<file path="src/hw/ccc_pkg.sv">
// Constants shared by the cache capability and configuration front end.
// Assumes a 32-bit register port with word-aligned byte addresses.
package ccc_pkg;
  localparam int          CCC_AW        = 8;
  localparam logic [7:0]  CCC_OFF_CAP   = 8'h00;
  localparam logic [7:0]  CCC_OFF_CFG   = 8'h04;
  localparam logic [7:0]  CCC_OFF_CTRL  = 8'h08;
  localparam logic [7:0]  CCC_OFF_STAT  = 8'h0C;
  // Capability field positions.
  localparam int          CCC_LINE_LSB  = 11;
  localparam int          CCC_CAPY_LSB  = 8;
  localparam int          CCC_LOCK_BIT  = 7;
  localparam int          CCC_ASSOC_LSB = 5;
  localparam int          CCC_RR_BIT    = 4;
  localparam int          CCC_LRU_BIT   = 3;
  localparam int          CCC_RAND_BIT  = 2;
  localparam int          CCC_GATE_BIT  = 1;
  localparam int          CCC_DBG_BIT   = 0;
  localparam logic [2:0]  CCC_LINE_16B  = 3'h2;
  localparam logic [2:0]  CCC_CAPY_4KB  = 3'h2;
  localparam logic [1:0]  CCC_ASSOC_4W  = 2'h2;
  // Configuration field positions and reset.
  localparam int          CCC_SEL_LSB   = 4;
  localparam int          CCC_DOFF_BIT  = 2;
  localparam int          CCC_IOFF_BIT  = 1;
  localparam int          CCC_ON_BIT    = 0;
  localparam logic [2:0]  CCC_SEL_RST   = 3'h2;
  localparam logic [2:0]  CCC_SEL_RSVD  = 3'h7;
  localparam logic [31:0] CCC_CFG_MASK  = 32'h00000076;
  localparam logic [31:0] CCC_CFG_RST   = 32'h00000020;
  localparam logic [31:0] CCC_CAP_RST   = 32'h000012D2;
endpackage

</file>
<file path="src/hw/ccc_cap_word.sv">
// Builds the constant capability word from the feature parameters.
// Assumes parameters stay within their documented codes.
`timescale 1ns/1ps
module ccc_cap_word
  import ccc_pkg::*;
#(
  parameter logic [2:0] LINE_CODE  = CCC_LINE_16B,
  parameter logic [2:0] CAPY_CODE  = CCC_CAPY_4KB,
  parameter logic [1:0] ASSOC_CODE = CCC_ASSOC_4W,
  parameter bit         LOCK_SUP   = 1'b1,
  parameter bit         RR_SUP     = 1'b1,
  parameter bit         LRU_SUP    = 1'b0,
  parameter bit         RAND_SUP   = 1'b0,
  parameter bit         GATE_SUP   = 1'b1,
  parameter bit         DBG_OK     = 1'b0
)(
  output wire logic [31:0] capWord
);
  // Unused upper bits stay zero.
  assign capWord = {18'h00000, LINE_CODE, CAPY_CODE, LOCK_SUP, ASSOC_CODE,
                    RR_SUP, LRU_SUP, RAND_SUP, GATE_SUP, DBG_OK};
endmodule // ccc_cap_word

</file>
<file path="src/hw/ccc_route.sv">
// Steers each core access either into the cache or straight to memory.
// Assumes the class flag is valid in the same cycle as the request.
`timescale 1ns/1ps
module ccc_route (
  input  wire logic clock,
  input  wire logic rst_n,
  input  wire logic accReq,
  input  wire logic classOff,
  input  wire logic unitOn,
  output logic      toCache,
  output logic      toMemory
);
  wire useCache = unitOn && !classOff;

  // Registered so the top drives flops only.
  always_ff @(posedge clock)
  begin
    if (!rst_n)
    begin
      toCache  <= 1'b0;
      toMemory <= 1'b0;
    end
    else
    begin
      toCache  <= accReq && useCache;
      toMemory <= accReq && !useCache;
    end
  end
endmodule // ccc_route

</file>
<file path="src/hw/ccc_regs.sv">
// Capability, configuration and enable registers of the cache unit.
// Assumes a single-cycle strobe port; reads answer one cycle later.
// Operation
// [RULE_01] Line size code at bits 13:11
// [RULE_02] Capacity code at bits 10:8
// [RULE_03] Bit 7 reports lock support
// [RULE_04] Associativity code at bits 6:5
// [RULE_05] Bit 4 reports round-robin support
// [RULE_06] Bit 3 reports LRU support
// [RULE_07] Bit 2 reports random replacement support
// [RULE_08] Bit 1 reports clock gating support
// [RULE_09] Bit 0 reports debug port access
// [RULE_10] Software capacity select, bits 6:4, reset 4KB
// [RULE_11] Config bit 2 turns data caching off
// [RULE_12] Config bit 1 turns instruction caching off
// [RULE_13] Control bit 0 turns unit on/off
// [RULE_14] Software disables and checks status before debug
// [RULE_15] Reserved bits ignored, read zero
// [RULE_16] Disabled class bypasses cache to memory
`timescale 1ns/1ps
module ccc_regs
  import ccc_pkg::*;
(
  input  wire logic              clock,
  input  wire logic              rst_n,
  input  wire logic [CCC_AW-1:0] regAddr,
  input  wire logic [31:0]       regWdata,
  input  wire logic              regWrite,
  input  wire logic              regRead,
  output logic [31:0]            regRdata,
  input  wire logic              instrReq,
  input  wire logic              dataReq,
  output logic                   instrToCache,
  output logic                   instrToMemory,
  output logic                   dataToCache,
  output logic                   dataToMemory,
  output logic [2:0]             sw_capacity_select,
  output logic                   cache_active_flag
);
  logic [2:0]  swSel;
  logic        data_cache_off;
  logic        instr_cache_off;
  logic        cache_on;
  logic [31:0] capWord;

  // Fixed capability word.
  ccc_cap_word u_cap (
    .capWord (capWord)  // see [RULE_01] see [RULE_02] see [RULE_03]
  );                    // see [RULE_04] see [RULE_05] see [RULE_06]
                        // see [RULE_07] see [RULE_08] see [RULE_09]

  // Address decode.
  wire hitCfg  = regAddr == CCC_OFF_CFG;
  wire hitCtrl = regAddr == CCC_OFF_CTRL;
  wire wrCfg   = regWrite && hitCfg;
  wire wrCtrl  = regWrite && hitCtrl;
  wire [2:0] wSel = regWdata[CCC_SEL_LSB +: 3];
  // The reserved select code is refused so the size stays legal.
  wire selOk = wSel != CCC_SEL_RSVD;

  wire [31:0] cfgWord = {25'h0000000, swSel, 1'b0, data_cache_off,
                         instr_cache_off, 1'b0};
  // Control reads zero since it is write-only; unmapped reads zero.
  wire [31:0] next_rdata =
    (regAddr == CCC_OFF_CAP)  ? capWord :          // see [RULE_15]
    hitCfg                    ? (cfgWord & CCC_CFG_MASK) :
    (regAddr == CCC_OFF_STAT) ? {31'h00000000, cache_active_flag} :
                                32'h00000000;

  // Configuration register; writes to the capability word go nowhere.
  always_ff @(posedge clock)
  begin
    if (!rst_n)
    begin
      swSel           <= CCC_SEL_RST;                 // see [RULE_10]
      data_cache_off  <= 1'b0;
      instr_cache_off <= 1'b0;
    end
    else if (wrCfg)
    begin
      if (selOk)
        swSel <= wSel;                                // see [RULE_10]
      data_cache_off  <= regWdata[CCC_DOFF_BIT];      // see [RULE_11]
      instr_cache_off <= regWdata[CCC_IOFF_BIT];      // see [RULE_12]
    end
  end

  // Enable bit and its status mirror, which lags by one cycle.
  always_ff @(posedge clock)
  begin
    if (!rst_n)
    begin
      cache_on          <= 1'b0;
      cache_active_flag <= 1'b0;
    end
    else
    begin
      if (wrCtrl)
        cache_on <= regWdata[CCC_ON_BIT];             // see [RULE_13]
      cache_active_flag <= cache_on;                  // see [RULE_14]
    end
  end

  // Read data stands only in the cycle after the strobe.
  always_ff @(posedge clock)
  begin
    if (!rst_n)
      regRdata <= 32'h00000000;
    else
      regRdata <= regRead ? next_rdata : 32'h00000000;
  end

  always_ff @(posedge clock)
  begin
    if (!rst_n)
      sw_capacity_select <= CCC_SEL_RST;
    else
      sw_capacity_select <= swSel;
  end

  // Per-class routing: off class or off unit goes to memory.
  ccc_route u_iroute (
    .clock    (clock),
    .rst_n    (rst_n),
    .accReq   (instrReq),
    .classOff (instr_cache_off),
    .unitOn   (cache_on),
    .toCache  (instrToCache),
    .toMemory (instrToMemory)                         // see [RULE_16]
  );
  ccc_route u_droute (
    .clock    (clock),
    .rst_n    (rst_n),
    .accReq   (dataReq),
    .classOff (data_cache_off),
    .unitOn   (cache_on),
    .toCache  (dataToCache),
    .toMemory (dataToMemory)                          // see [RULE_16]
  );
endmodule // ccc_regs

</file>
<file path="config.mk">
export PLATFORM = sky130hd
export DESIGN_NAME = ccc_regs
export DESIGN_NICKNAME = d
export VERILOG_FILES = /design/src/hw/ccc_pkg.sv /design/src/hw/ccc_cap_word.sv /design/src/hw/ccc_route.sv /design/src/hw/ccc_regs.sv
export SDC_FILE = /design/constraint.sdc
export NUM_CORES = 1
export LEC_CHECK = 0
export ABC_AREA = 1
export BUFFER_PORTS_ARGS = -buffer_cell sky130_fd_sc_hd__buf_4
export CORE_MARGIN = 2
export CORE_UTILIZATION = 37
export DETAILED_ROUTE_END_ITERATION = 6
export PLACE_DENSITY = 0.83
export SYNTH_ARGS = -nofsm -noshare
export SYNTH_HDL_FRONTEND = slang
export SYNTH_SLANG_ARGS = --single-unit
</file>
<file path="constraint.sdc">
create_clock -name clock -period 1.1 [get_ports clock]
set_input_delay 0.11 -clock clock [delete_from_list [all_inputs] [get_ports clock]]
set_output_delay 0.11 -clock clock [all_outputs]
set_load 0.03 [all_outputs]
</file>
==> flow_summary_export.csv <==
group,metric,value,unit
final_layout,nets,205,
clocking,clock_sinks,21,
final_layout,multiInputGateArea,404,um^2
setup_path,cp_top_family,"flip-flops",
clocking,clk_latency,0.31,ns
setup_path,path_max_fanout,3,
setup_path,cpMaxStageDelayCell,"dfxtp_1",
final_layout,final_cell_mix,"buf_4 (36), conb_1 (23), nand2_1 (21), dfxtp_1 (21), inv_1 (14)",
timing,fin_crit,0.948,ns
clocking,cts_resized,0,
global_route,antenna_found_initial,0,
routing,ant_nets,0,
clocking,cts-root-buf,"clkbuf_4",
global_route,grt_pass1_wl,2.65,mm
synthesis,netlist_area,991,um^2
status,status,"complete, no violations",
synthesis,ys_types,21,
routing,vias,764,
setup_path,path_buf_inv,1,
timing,fin_crit_sh,86.2,%
timing,rsz0062_at_grt,"no",
synthesis,ys_seq_elements,21,
setup_path,path_depth,1,
die,ioPinCount,86,
synthesis,syn_inst,123,
final_layout,final_common_cell,"buf_4",
pwr,p_leak,0.648,nW
pwr,powerDensity,1120,nW/um^2
synthesis,synth_top_area_cell,"dfxtp_1",
timing,finalHoldViolCount,0,
timing,slew_violations,0,
die,core-area,2500,um^2
final_layout,area_growth,22.3,%
clocking,hold_buffers,0,
clocking,numCtsBuffers,3,
global_route,overflow,0,
synthesis,ys.warnings.count,0,
setup_path,worstPathRequired,0.99,ns
routing,drc,0,
timing,setup_slack,0.152,ns
synthesis,synth_top_area_share,42.4,%
worst_hold_path,hold_path.class,"input port to register",
die,die_y,55.8,um
setup_path,startpoint_type,"register",
clocking,cts_buffer_depth,2,
global_route,grt_use_total,10.4,%
routing,firstDrtPassIters,4,
setup_path,cp-end-kind,"output port",
final_layout,seqCellArea,420,um^2
setup_path,critical_path_arrival,0.84,ns
timing,skew,0.00988,ns
die,die_area,3110,um^2
setup_path,reg2reg_to,"u_iroute.toMemory$_SDFF_PN0_",
placed_design,port_buffers,36,
setup_path,cp-endpoint,"regRdata[7]",
setup_path,crit_chain,"buf_4",
die,num_rows,18,
setup_path,timing.rr.start,"cache_on$_SDFFE_PN0P_",
placed_design,place.gp.congestion,0.666,
synthesis,synthTopCellsByArea,"dfxtp_1 (42%), buf_4 (19%), nand2_1 (8.0%), inv_1 (5.3%), nor2_2 (3.8%)",
die,die_w,55.8,um
synthesis,ys_seq_area_share,42.4,%
timing,fmax,1.05,GHz
routing,wirelength,1.62,mm
global_route,grt_max_degree,13,
final_layout,n_antenna_cell,0,
routing,vias_per_cell,4.06,
routing,avgRoutedWirePerCell,8.63,um
setup_path,worstSetupPathType,"register to output port",
global_route,first_global_vias,650,
timing,setup-tns-final,0,ns
die,start_util,39.6,%
setup_path,crit_start,"regRdata[9]$_SDFF_PP0_",
setup_path,ff2ff_setup_slack,0.33,ns
routing,drt_iter0_drc,6,
synthesis,avgSynthCellArea,8.06,um^2
clocking,htreeDepth,1,
clocking,cts_setup_buffers,0,
placed_design,hpwl,1.36,mm
final_layout,drive_above_1_share,33.5,%
pwr,vdd_drop_max,656,uV
clocking,clkTransAtPathRegs,0.12,ns
timing,setup_viol,0,
final_layout,fill_cells,262,
job,drv_cap,0,
clocking,cts_tree,"built",
setup_path,cpPeakStageDelay,0.37,ns
setup_path,reg2reg_depth,3,
placed_design,place_worst_setup_slack,0.0548,ns
## report_power, final
group	switching [mW]	leakage, nW	internal [mW]
Combinational	0.165	0.460	0.0611
Clock	0.232	0.0177	0.136
Sequential	0.00119	0.170	0.765
Total	0.398	0.648	0.962
## per-layer routing
metal | routed length, um | share of wire [%] | track usage (%)
met5 | 0 | 0 | 0
met2 | 806 | 50 | 19.2
met1 | 659 | 41 | 12.3
met4 | 10 | 0.62 | 2.09
met3 | 145 | 8.9 | 2.33
## worst reg2reg max path, delay by kind of cell (launching register included)
kind | cells | cell delay (ns)
AO/OA/AOI/OAI | 1 | 0.16
AND/OR/NAND/NOR | 1 | 0.06
buffers and inverters | 1 | 0.08
flip-flops | 1 | 0.37
## stage by stage
step	hold WS [ns]	util, %	instances	power, mW	instance area, um^2
final	0.0448	48.5	188	1.36	1210
after CTS	0.0419	48.5	188	1.37	1210
after detailed placement	0.367	47.4	184	1.01	1180
after floorplan	0.237	-	145	1.00	1070
after global placement	0.363	47.4	184	1.01	1180
after global routing	0.0483	48.5	188	1.43	1210
## synthesized netlist by cell type (all sizes together)
library cell and number:
nand2 24, a21oi 3, nand4 1, inv 14, conb 1, o21ai 5, nor3 5, nand3b 2
and3 1, clkbuf 1, nor2 11, dfxtp 21, nand3 8, buf 26
## logic make-up after synthesis
family	after synthesis	synth area share, %
simple gates	52	28.0
flops	21	42.4
other cells	1	0.378
buf+inv	41	25.1
compound gates	8	4.04
## registers in the layout, summed over array words and instances, names as in the netlist
signal	flops
u_iroute.toMemory	1
instr_cache_off	1
u_droute.toCache	1
swSel	3
cache_on	1
sw_capacity_select	3
u_droute.toMemory	1
cache_active_flag	1
u_iroute.toCache	1
data_cache_off	1
regRdata	7
## area by class of cell
cell class	count	area share, %
clock buffers	3	1.86
clock inverters	1	0.413
inverters	14	4.33
multi-input cells	83	33.3
flip-flops and latches	21	34.7
well taps	30	3.10
repair buffers	36	22.3
## worst min-delay path by stage
stage	slack [ns]	startpoint	to	cells after the start
floorplan	0.24	dataReq	u_droute.toCache$_SDFF_PN0_	2
global placement	0.36	instrReq	u_iroute.toCache$_SDFF_PN0_	3
detailed placement	0.37	instrReq	u_iroute.toCache$_SDFF_PN0_	3
CTS	0.04	instrReq	u_iroute.toCache$_SDFF_PN0_	3
global route	0.05	rst_n	sw_capacity_select[1]$_SDFF_PN1_	2
finish	0.04	instrReq	u_iroute.toCache$_SDFF_PN0_	3
Note: power is estimated with default switching activity, not from simulation.
